--- src/cgt_defines.svh ---
// Constants of the carrier generator timer and its companion end.
`ifndef CGT_DEFINES_SVH
`define CGT_DEFINES_SVH
`define CGT_CMP_W 8
`define CGT_SEL_W 3
`define CGT_PRESC_W 8
`define CGT_CMP_MIN 8'h01
`define CGT_CNT_CLEAR 8'h00
`define CGT_CNT_ONE 8'h01
`define CGT_HIGH_SETTLE_TICKS 2'h3
`define CGT_AGE_W 2
`define CGT_RATIO_SHIFT 4'h3
`define CGT_RST_CMP 8'h01
`define CGT_RST_SEL 3'h0
`endif

--- src/cgt_pkg.sv ---
// Types shared by the carrier generator timer and its companion end.
package cgt_pkg;
  typedef enum logic [1:0] {
    CGT_PH_LOW = 2'b01,
    CGT_PH_HIGH = 2'b10
  } cgt_phase_e;
  typedef enum logic [2:0] {
    CGT_HS_IDLE = 3'b001,
    CGT_HS_ARM = 3'b010,
    CGT_HS_RUN = 3'b100
  } cgt_host_state_e;
endpackage

--- src/cgt_link_if.sv ---
// Link between the carrier generator timer and its controlling end.
`timescale 1ns/1ps
`default_nettype none
`include "cgt_defines.svh"
interface cgt_link_if;
  logic carrier_timer_run;
  logic remote_output_enable;
  logic [`CGT_SEL_W-1:0] count_clock_select;
  logic gate_wr;
  logic gate_wdata;
  logic [`CGT_CMP_W-1:0] low_width_compare;
  logic [`CGT_CMP_W-1:0] high_width_compare;
  logic high_wr;
  logic companion_period_irq;
  logic carrier_output_pin;
  logic compare_match_irq;
  logic carrier_gate_active;
  logic carrier_gate_buffer;
  logic synced_transfer_pulse;
  modport dev (
    input carrier_timer_run, remote_output_enable, count_clock_select, gate_wr, gate_wdata,
    input low_width_compare, high_width_compare, high_wr, companion_period_irq,
    output carrier_output_pin, compare_match_irq, carrier_gate_active, carrier_gate_buffer,
    output synced_transfer_pulse
  );
  modport host (
    output carrier_timer_run, remote_output_enable, count_clock_select, gate_wr, gate_wdata,
    output low_width_compare, high_width_compare, high_wr, companion_period_irq,
    input carrier_output_pin, compare_match_irq, carrier_gate_active, carrier_gate_buffer,
    input synced_transfer_pulse
  );
endinterface
`default_nettype wire

--- src/cgt_device.sv ---
// Carrier generator timer: count clock, carrier toggling, gate pair and output pin.
`timescale 1ns/1ps
`default_nettype none
`include "cgt_defines.svh"
module cgt_device
  import cgt_pkg::*;
(
  input wire logic mclk_i,
  input wire logic resetn_i,
  cgt_link_if.dev link,
  output logic counting_o,
  output logic carrier_clock_o
);
  logic [`CGT_PRESC_W-1:0] presc_ff;
  logic [`CGT_PRESC_W-1:0] presc_mask;
  logic [`CGT_CMP_W-1:0] cnt_ff;
  logic [`CGT_CMP_W-1:0] high_act_ff;
  logic [`CGT_CMP_W-1:0] high_pend_ff;
  logic [`CGT_CMP_W-1:0] cmp_sel;
  logic [`CGT_AGE_W-1:0] pend_age_ff;
  cgt_phase_e phase_ff;
  logic run_ff, started_ff, tick, match;
  logic carrier_ff, irq_ff, pend_ff;
  logic gbuf_ff, gact_ff;
  logic xreq_ff, xs0_ff, xs1_ff, xs2_ff, xfer;
  logic out_en_ff, pin_ff;

  // ---------------------------------------------------------------
  // Count clock
  // ---------------------------------------------------------------
  // One mask bit per prescaler bit, so a select of s ticks once per 2^s clocks.
  genvar gi;
  generate
    for (gi = 0; gi < `CGT_PRESC_W; gi = gi + 1) begin : g_mask
      assign presc_mask[gi] = ({1'b0, link.count_clock_select} > (`CGT_SEL_W+1)'(gi));
    end
  endgenerate

  assign tick = run_ff && ((presc_ff & presc_mask) == presc_mask);

  // Prescaler restarts with the run bit so the first count clock has a fixed phase.
  always_ff @(posedge mclk_i or negedge resetn_i) begin
    if (!resetn_i) begin
      run_ff <= 1'b0;
      presc_ff <= `CGT_CNT_CLEAR;
    end else begin
      run_ff <= link.carrier_timer_run;
      if (!run_ff) begin
        presc_ff <= `CGT_CNT_CLEAR;
      end else begin
        presc_ff <= presc_ff + `CGT_CNT_ONE;
      end
    end
  end

  // ---------------------------------------------------------------
  // Counter and compare alternation
  // ---------------------------------------------------------------
  assign cmp_sel = (phase_ff == CGT_PH_HIGH) ? high_act_ff : link.low_width_compare;
  assign match = tick && started_ff && (cnt_ff == cmp_sel);

  // The first count clock after start is swallowed, then the counter runs 0..N and 0..M.
  always_ff @(posedge mclk_i or negedge resetn_i) begin
    if (!resetn_i) begin
      started_ff <= 1'b0;
      cnt_ff <= `CGT_CNT_CLEAR;
      phase_ff <= CGT_PH_LOW;
      carrier_ff <= 1'b0;
      irq_ff <= 1'b0;
    end else begin
      irq_ff <= 1'b0;
      if (!run_ff) begin
        started_ff <= 1'b0;
        cnt_ff <= `CGT_CNT_CLEAR;
        phase_ff <= CGT_PH_LOW;
        carrier_ff <= 1'b0;
      end else if (tick) begin
        started_ff <= 1'b1;
        if (match) begin
          irq_ff <= 1'b1;
          cnt_ff <= `CGT_CNT_CLEAR;
          carrier_ff <= !carrier_ff;
          phase_ff <= (phase_ff == CGT_PH_LOW) ? CGT_PH_HIGH : CGT_PH_LOW;
        end else if (started_ff) begin
          cnt_ff <= cnt_ff + `CGT_CNT_ONE;
        end
      end
    end
  end

  // ---------------------------------------------------------------
  // High width reload
  // ---------------------------------------------------------------
  // A running write waits for the old high match; a write younger than three count
  // clocks misses that match and waits for the next one.
  always_ff @(posedge mclk_i or negedge resetn_i) begin
    if (!resetn_i) begin
      high_act_ff <= `CGT_RST_CMP;
      high_pend_ff <= `CGT_RST_CMP;
      pend_ff <= 1'b0;
      pend_age_ff <= 2'h0;
    end else begin
      if (link.high_wr) begin
        high_pend_ff <= link.high_width_compare;
        pend_ff <= run_ff;
        pend_age_ff <= 2'h0;
        if (!run_ff) begin
          high_act_ff <= link.high_width_compare;
        end
      end else if (pend_ff) begin
        if (match && (phase_ff == CGT_PH_HIGH) && (pend_age_ff == `CGT_HIGH_SETTLE_TICKS)) begin
          high_act_ff <= high_pend_ff;
          pend_ff <= 1'b0;
        end else if (tick && (pend_age_ff != `CGT_HIGH_SETTLE_TICKS)) begin
          pend_age_ff <= pend_age_ff + 2'h1;
        end
      end
    end
  end

  // ---------------------------------------------------------------
  // Gate master and slave pair
  // ---------------------------------------------------------------
  // The interrupt is held until a count clock takes it, since it lasts one fast clock.
  // One that arrives while stopped is dropped, so a restart never replays a stale transfer.
  always_ff @(posedge mclk_i or negedge resetn_i) begin
    if (!resetn_i) begin
      xreq_ff <= 1'b0;
      xs0_ff <= 1'b0;
      xs1_ff <= 1'b0;
      xs2_ff <= 1'b0;
    end else begin
      if (!run_ff) begin
        xreq_ff <= 1'b0;
      end else if (link.companion_period_irq) begin
        xreq_ff <= 1'b1;
      end else if (tick) begin
        xreq_ff <= 1'b0;
      end
      if (!run_ff) begin
        xs0_ff <= 1'b0;
        xs1_ff <= 1'b0;
        xs2_ff <= 1'b0;
      end else if (tick) begin
        xs0_ff <= xreq_ff && !xs0_ff;
        xs1_ff <= xs0_ff;
        xs2_ff <= xs1_ff;
      end
    end
  end

  assign xfer = tick && xs1_ff && !xs2_ff;

  // Software owns the buffer; only the transfer pulse moves it into the active bit.
  always_ff @(posedge mclk_i or negedge resetn_i) begin
    if (!resetn_i) begin
      gbuf_ff <= 1'b0;
      gact_ff <= 1'b0;
    end else begin
      if (link.gate_wr) begin
        gbuf_ff <= link.gate_wdata;
      end
      if (xfer) begin
        gact_ff <= gbuf_ff;
      end
    end
  end

  // ---------------------------------------------------------------
  // Output pin
  // ---------------------------------------------------------------
  // The enable changes only with the carrier low or on stop, so gating never cuts a high pulse short.
  always_ff @(posedge mclk_i or negedge resetn_i) begin
    if (!resetn_i) begin
      out_en_ff <= 1'b0;
      pin_ff <= 1'b0;
    end else begin
      if (!run_ff) begin
        out_en_ff <= 1'b0;
      end else if (gact_ff && match && !carrier_ff) begin
        out_en_ff <= 1'b1;
      end else if (!gact_ff && !carrier_ff) begin
        out_en_ff <= 1'b0;
      end
      if (!link.remote_output_enable) begin
        pin_ff <= gbuf_ff;
      end else begin
        pin_ff <= carrier_ff && out_en_ff && run_ff;
      end
    end
  end

  assign link.carrier_output_pin = pin_ff;
  assign link.compare_match_irq = irq_ff;
  assign link.carrier_gate_active = gact_ff;
  assign link.carrier_gate_buffer = gbuf_ff;
  assign link.synced_transfer_pulse = xs0_ff;
  assign counting_o = started_ff;
  assign carrier_clock_o = carrier_ff;
endmodule
`default_nettype wire

--- src/flat_wrapper.sv ---
// flat-port wrapper written by rule: the top's interface ports become plain ports
module cgt_device_flat import cgt_pkg::*;
  (mclk_i, resetn_i, counting_o, carrier_clock_o, link_carrier_timer_run, link_remote_output_enable, link_count_clock_select, link_gate_wr, link_gate_wdata, link_low_width_compare, link_high_width_compare, link_high_wr, link_companion_period_irq, link_carrier_output_pin, link_compare_match_irq, link_carrier_gate_active, link_carrier_gate_buffer, link_synced_transfer_pulse);
  cgt_link_if link_i ();
  input wire logic mclk_i;
  input wire logic resetn_i;
  output logic counting_o;
  output logic carrier_clock_o;
  input wire logic [$bits(link_i.carrier_timer_run)-1:0] link_carrier_timer_run;
  input wire logic [$bits(link_i.remote_output_enable)-1:0] link_remote_output_enable;
  input wire logic [$bits(link_i.count_clock_select)-1:0] link_count_clock_select;
  input wire logic [$bits(link_i.gate_wr)-1:0] link_gate_wr;
  input wire logic [$bits(link_i.gate_wdata)-1:0] link_gate_wdata;
  input wire logic [$bits(link_i.low_width_compare)-1:0] link_low_width_compare;
  input wire logic [$bits(link_i.high_width_compare)-1:0] link_high_width_compare;
  input wire logic [$bits(link_i.high_wr)-1:0] link_high_wr;
  input wire logic [$bits(link_i.companion_period_irq)-1:0] link_companion_period_irq;
  output wire logic [$bits(link_i.carrier_output_pin)-1:0] link_carrier_output_pin;
  output wire logic [$bits(link_i.compare_match_irq)-1:0] link_compare_match_irq;
  output wire logic [$bits(link_i.carrier_gate_active)-1:0] link_carrier_gate_active;
  output wire logic [$bits(link_i.carrier_gate_buffer)-1:0] link_carrier_gate_buffer;
  output wire logic [$bits(link_i.synced_transfer_pulse)-1:0] link_synced_transfer_pulse;
  assign link_i.carrier_timer_run = link_carrier_timer_run;
  assign link_i.remote_output_enable = link_remote_output_enable;
  assign link_i.count_clock_select = link_count_clock_select;
  assign link_i.gate_wr = link_gate_wr;
  assign link_i.gate_wdata = link_gate_wdata;
  assign link_i.low_width_compare = link_low_width_compare;
  assign link_i.high_width_compare = link_high_width_compare;
  assign link_i.high_wr = link_high_wr;
  assign link_i.companion_period_irq = link_companion_period_irq;
  assign link_carrier_output_pin = link_i.carrier_output_pin;
  assign link_compare_match_irq = link_i.compare_match_irq;
  assign link_carrier_gate_active = link_i.carrier_gate_active;
  assign link_carrier_gate_buffer = link_i.carrier_gate_buffer;
  assign link_synced_transfer_pulse = link_i.synced_transfer_pulse;
  cgt_device u_core (.mclk_i(mclk_i), .resetn_i(resetn_i), .link(link_i), .counting_o(counting_o), .carrier_clock_o(carrier_clock_o));
endmodule
--- config.mk ---
export PLATFORM = sky130hd
export DESIGN_NAME = cgt_device_flat
export DESIGN_NICKNAME = d
export VERILOG_FILES = /design/src/cgt_pkg.sv /design/src/cgt_link_if.sv /design/src/cgt_device.sv /design/src/flat_wrapper.sv
export VERILOG_INCLUDE_DIRS = /design/src
export SDC_FILE = /design/constraint.sdc
export NUM_CORES = 1
export LEC_CHECK = 0
export ABC_CLOCK_PERIOD_IN_PS = 6100
export BUFFER_PORTS_ARGS = -buffer_cell sky130_fd_sc_hd__buf_2
export CAP_MARGIN = 5
export CORE_MARGIN = 8
export CORE_UTILIZATION = 45
export CTS_BUF_LIST = sky130_fd_sc_hd__clkbuf_2
export DETAILED_ROUTE_END_ITERATION = 8
export GPL_TIMING_DRIVEN = 0
export PLACE_DENSITY = 0.65
export SLEW_MARGIN = 20
export SYNTH_ARGS = -nofsm -noshare
export SYNTH_HDL_FRONTEND = slang
export SYNTH_SLANG_ARGS = --single-unit
--- constraint.sdc ---
create_clock -name mclk_i -period 6.1 [get_ports mclk_i]
set_input_delay 1.22 -clock mclk_i [delete_from_list [all_inputs] [get_ports mclk_i]]
set_output_delay 1.22 -clock mclk_i [all_outputs]
set_load 0.05 [all_outputs]
# After elaboration in Yosys (flattened, before gate mapping)
# Cells that the tools add are included.
# word_totals
regBits,49
latchBits,0
ramBits,0
rom_bits,0
in_bits,27
out_inout_bits,7
elab_cells,110
n_memories,0
# classes
addsub,3
multipliers,0
div,0
magnitude_cmp,7
eq_ne,13
shift,0
n_mux,42
n_bitwise,1
n_reduce_logical,25
# ops
operator,count
2-to-1 mux 8 bit,10
2-to-1 mux 1 bit,24
"adder 8 x 1 -> 8 bit, second input constant",2
2-to-1 mux 2 bit,8
logical AND 1 bit,14
"inequality test 2 bit, second input constant",5
"greater-than comparator 3 bit, second input constant",3
"inequality test 3 bit, second input constant",3
AND 8 x 7 -> 8 bit,1
equality test 8 x 7 -> 1 bit,1
equality test 8 bit,1
"greater-than comparator 3 x 1 -> 1 bit, second input constant",2
"greater-than comparator 3 x 2 -> 1 bit, second input constant",2
AND reduction 3 bit,2
nonzero test 2 bit,3
"equality test 2 bit, second input constant",2
logical NOT 1 bit,4
AND reduction 2 bit,2
"adder 2 x 1 -> 2 bit, second input constant",1
"equality test 2 x 1 -> 1 bit, second input constant",1

# Longest topological paths before layout
# depth
ltp_word,11
mapped_depth,8

# Least setup slack after synthesis
# No wires, ideal clock.
# synth_path
path_kind,input-to-reg
start,in link_count_clock_select[0]
end,reg u_core.high_act_ff[1]
setup_time_ps,125
arrival_ps,2925
required_time_ps,5975
setup_slack_ps,3050
path_stages,6
path_cell_list,a21boi_1 -> o31a_1 -> or2_4 -> or4_4 -> o21ai_4 -> mux2_2
# synth_via
elab_chain_cells,10
# synth_rtl
element,line_no,rtl
from (decl),flat_wrapper.sv:11,input wire logic [$bits(link_i.count_clock_select)-1:0] link_count_clock_select;
"greater-than comparator 3 x 1 -> 1 bit, or another cell as far along",cgt_device.sv:35,"assign presc_mask[gi] = ({1'b0, link.count_clock_select} > (`CGT_SEL_W+1)'(gi));"
AND 8 x 7 -> 8 bit,cgt_device.sv:39,assign tick = run_ff && ((presc_ff & presc_mask) == presc_mask);
equality test 8 x 7 -> 1 bit *,cgt_device.sv:39,
logical AND 1 bit *,cgt_device.sv:39,
logical AND 1 bit * (2 in a row),cgt_device.sv:60,assign match = tick && started_ff && (cnt_ff == cmp_sel);
logical AND 1 bit * (2 in a row),cgt_device.sv:111,if (match && (phase_ff == CGT_PH_HIGH) && (pend_age_ff == `CGT_HIGH_SETTLE_TICKS)) begin
nonzero test 2 bit (no source line) *,--,
AND reduction 3 bit (no source line) *,--,
to (signal assigned),cgt_device.sv:98,high_act_ff <= `CGT_RST_CMP;
to (signal assigned),cgt_device.sv:108,high_act_ff <= link.high_width_compare;
to (signal assigned),cgt_device.sv:112,high_act_ff <= high_pend_ff;
to (decl),cgt_device.sv:17,logic [`CGT_CMP_W-1:0] high_act_ff;
# Every way passes the cells marked *; elsewhere a longest branch is shown, timed or not.
# A chain may end at the register's enable or synchronous reset.

# Worst setup path after layout
# layout_path
start,in link_count_clock_select[1]
end,reg u_core.high_act_ff[2]
# Same word-level chain as after synthesis.

==> metrics <==
minimum clock period=2.90 ns; largest net degree at the start of global routing=49; vias in the first global route=1736; row count=26; Worst path slowest cell=or4_4; worst skew pair latency=0.42 ns; post-cts gate resize count=0; Cells after DPL=317; Yosys reg bits=48; Slew Viols, Final=0; Fillers=471; Synth cell types=42; Final HPWL DP=3380 µm; syn nets=244; HP Class=reg -> reg; clk slew on worst S/H paths=0.19 ns; Post-Syn Instances=214; synth-to-layout area growth=12.6%; first-pass GRT wire length=8030 µm; Crit Path Class=in -> reg; crit path max fanout=8; Final GP Congestion=0.804; synth top area cells=dfrtp_1, mux2_2, xnor2_1; crit end category=register; status=complete, no violations; Placed Area=2580 µm²; die width=87.9 µm; Critical path buffers and inverters=2; clock tree from TritonCTS=done; Mean Syn Cell Area=10.9 µm²; core box area=5040 µm²; Initial Util=46.2%; post-synth top area share=48.4%; total track usage=13.3%; Final Cycle Share=47.5%; max-cap viol count=0; FMAX=345 MHz; CP peak stage delay=0.50 ns; Nets=284; IO Port Bufs=33; post-layout util=52.0%; RSZ-0062 raised after global routing=no; Least-Margin Pin Slew=0.598 ns; via count=1667; vias per cell=5.13; Overall Power=0.543 mW; Req. time, crit path=6.41 ns; global route overflow=0; PD cells=207 nW/µm²; wire per inst=14.0 µm; Yosys top cell by area=dfrtp_1; share of cells above drive strength 1=27.1%; I/O pin count=34; clk buf depth=2; drt pass-1 iters=4; critical-path cell list=buf_2 -> inv_1 -> o21ai_0 -> a31o_2 -> or2_4 -> or4_4 -> o21ai_4 -> mux2_2; setup violators final=0; non-filler cells, final=325; setup TNS=0 ns; Clock Tree Root=clkbuf_2; antenna-violating nets left=0; relative slew slack=60.1%; Peak VDD IR=0.0826 mV; Worst path top cell family by delay=simple AND/OR/NAND/NOR gates; Netlist Area Pre-Place=2330 µm²; Seq/Total Area, Yosys=51.7%; remaining routing DRC violations=0; post-CTS setup buffer count=0; H-tree depth=2; # diodes=0; Lkg Pwr=1.14 nW; hold_buf cts=0; Critical Path AT=3.21 ns; Final Cell Area=2620 µm²; die area=7730 µm²; initial antenna violation count=0; CTS Sinks=48; startpoint types=primary input; Setup Skew=0.0315 ns; cts bufs inserted=5; Die Ht=87.9 µm; YS warnings=0; final wirelength=4540 µm; Initial DRC Count=97; final count of hold timing violations=0
[metrics by stage]
| step | hold WS [ns] | worst slack, ns |
|---|---|---|
| after floorplan | 0.468 | 3.05 |
| after global routing | 0.554 | 3.14 |
| after detailed placement | 0.484 | 2.77 |
| final | 0.519 | 3.20 |
| after CTS | 0.527 | 3.23 |
| after global placement | 0.477 | 2.79 |
[layout make-up]
| type | count | area [µm²] | area share (%) |
|---|---|---|---|
| flip-flops and latches | 48 | 1200 | 46.0 |
| multi-input cells | 152 | 1070 | 40.7 |
| repair buffers | 33 | 168 | 6.40 |
| well taps | 70 | 87.6 | 3.34 |
| plain buffers | 7 | 31.3 | 1.19 |
| clock buffers | 6 | 30.0 | 1.15 |
| inverters | 7 | 26.3 | 1.00 |
| clock inverters | 2 | 7.51 | 0.286 |
[kinds of logic (layout without fill, tap and decap cells)]
| group | Yosys count | in the layout | synth area share, % |
|---|---|---|---|
| and+or+nand+nor | 76 | 76 | 17.8 |
| DFF | 48 | 48 | 51.7 |
| AOI/OAI and AO/OA | 32 | 32 | 8.54 |
| muxes | 26 | 26 | 12.1 |
| xor gates and xnor gates | 15 | 15 | 5.64 |
| buffers and inverters | 14 | 55 | 2.47 |
| adders and majority gates | 3 | 3 | 1.61 |
[placed cells by master, fill, tap and decap left out, types with 5 or more instances in the layout]
master and count:
xnor2_1 13, dfrtp_1 45, nand2_1 11, buf_2 33, mux2_2 18, o21ai_0 11
nor2_1 22, clkbuf_2 6, a21oi_1 11, mux2i_1 8, nand4_1 6, nand3_1 6
inv_1 7, clkbuf_1 5
[sequential cells by signal, summed over array words and instances (netlist names)]
register,flops
u_core.cnt_ff,8
u_core.high_act_ff,8
u_core.high_pend_ff,8
u_core.presc_ff,7
u_core.pend_age_ff,2
u_core.phase_ff,2
u_core.carrier_clock_o,1
u_core.counting_o,1
u_core.link.carrier_gate_active,1
u_core.link.carrier_gate_buffer,1
u_core.link.carrier_output_pin,1
u_core.link.compare_match_irq,1
u_core.link.synced_transfer_pulse,1
u_core.out_en_ff,1
u_core.pend_ff,1
u_core.run_ff,1
u_core.xreq_ff,1
u_core.xs1_ff,1
u_core.xs2_ff,1
[report_power, final]
group	total (mW)	switching [mW]	internal, mW
Clock	0.120	0.0925	0.0276
Sequential	0.353	0.0124	0.340
Combinational	0.0702	0.0379	0.0323
Total	0.543	0.143	0.400
[metal layers]
metal  routed length, µm  global-route usage, %  vias up
met5                   0                      0        -
met4                  75                   6.09        0
met3                 233                   3.19        6
met2                2110                   20.9       30
met1                2110                   16.7      796
li1                    -                      -      835
[worst register-to-register path, delay by kind of cell, from the launching register on]
kind	cells	cell delay [ns]
and+or+nand+nor	4	0.94
AOI/OAI and AO/OA	2	0.64
DFF	1	0.60
muxes	1	0.38
[cells in the mapped netlist (all sizes together)]
library cell   n
o21ai         13
and3           3
nor3           1
a21oi         11
nand3b         2
a211oi         1
or2            2
or4            1
nand2b         4
a32o           2
nor4bb         1
nand4b         1
nand3          7
mux2i          8
or3            4
xnor2         13
a31oi          1
clkbuf         5
nor3b          4
and2           2
nor2          22
dfrtp         45
o2111ai        1
nand2         11
mux2          18
nor4           2
xor2           2
nand4          6
o31a           1
dfstp          3
a31o           1
buf            2
inv            7
ha             3
nor2b          3
a21boi         1
[path summary, 6_finish.rpt]
path | startpoint | depth (start not counted) | slack (ns) | endpoint
worst min-delay path | u_core.high_pend_ff[2] | 1 | 0.52 | u_core.high_pend_ff[2]
min in group asynchronous | resetn_i | 1 | 0.76 | u_core.presc_ff[1]
worst max register to register | u_core.phase_ff[0] | 7 | 3.43 | u_core.high_act_ff[2]
worst min register to register | u_core.high_pend_ff[2] | 1 | 0.52 | u_core.high_pend_ff[2]
max in group asynchronous | resetn_i | 1 | 4.91 | u_core.high_pend_ff[6]
worst max-delay path | link_count_clock_select[1] | 8 | 3.20 | u_core.high_act_ff[2]
Note: power is estimated with default switching activity, not from simulation.
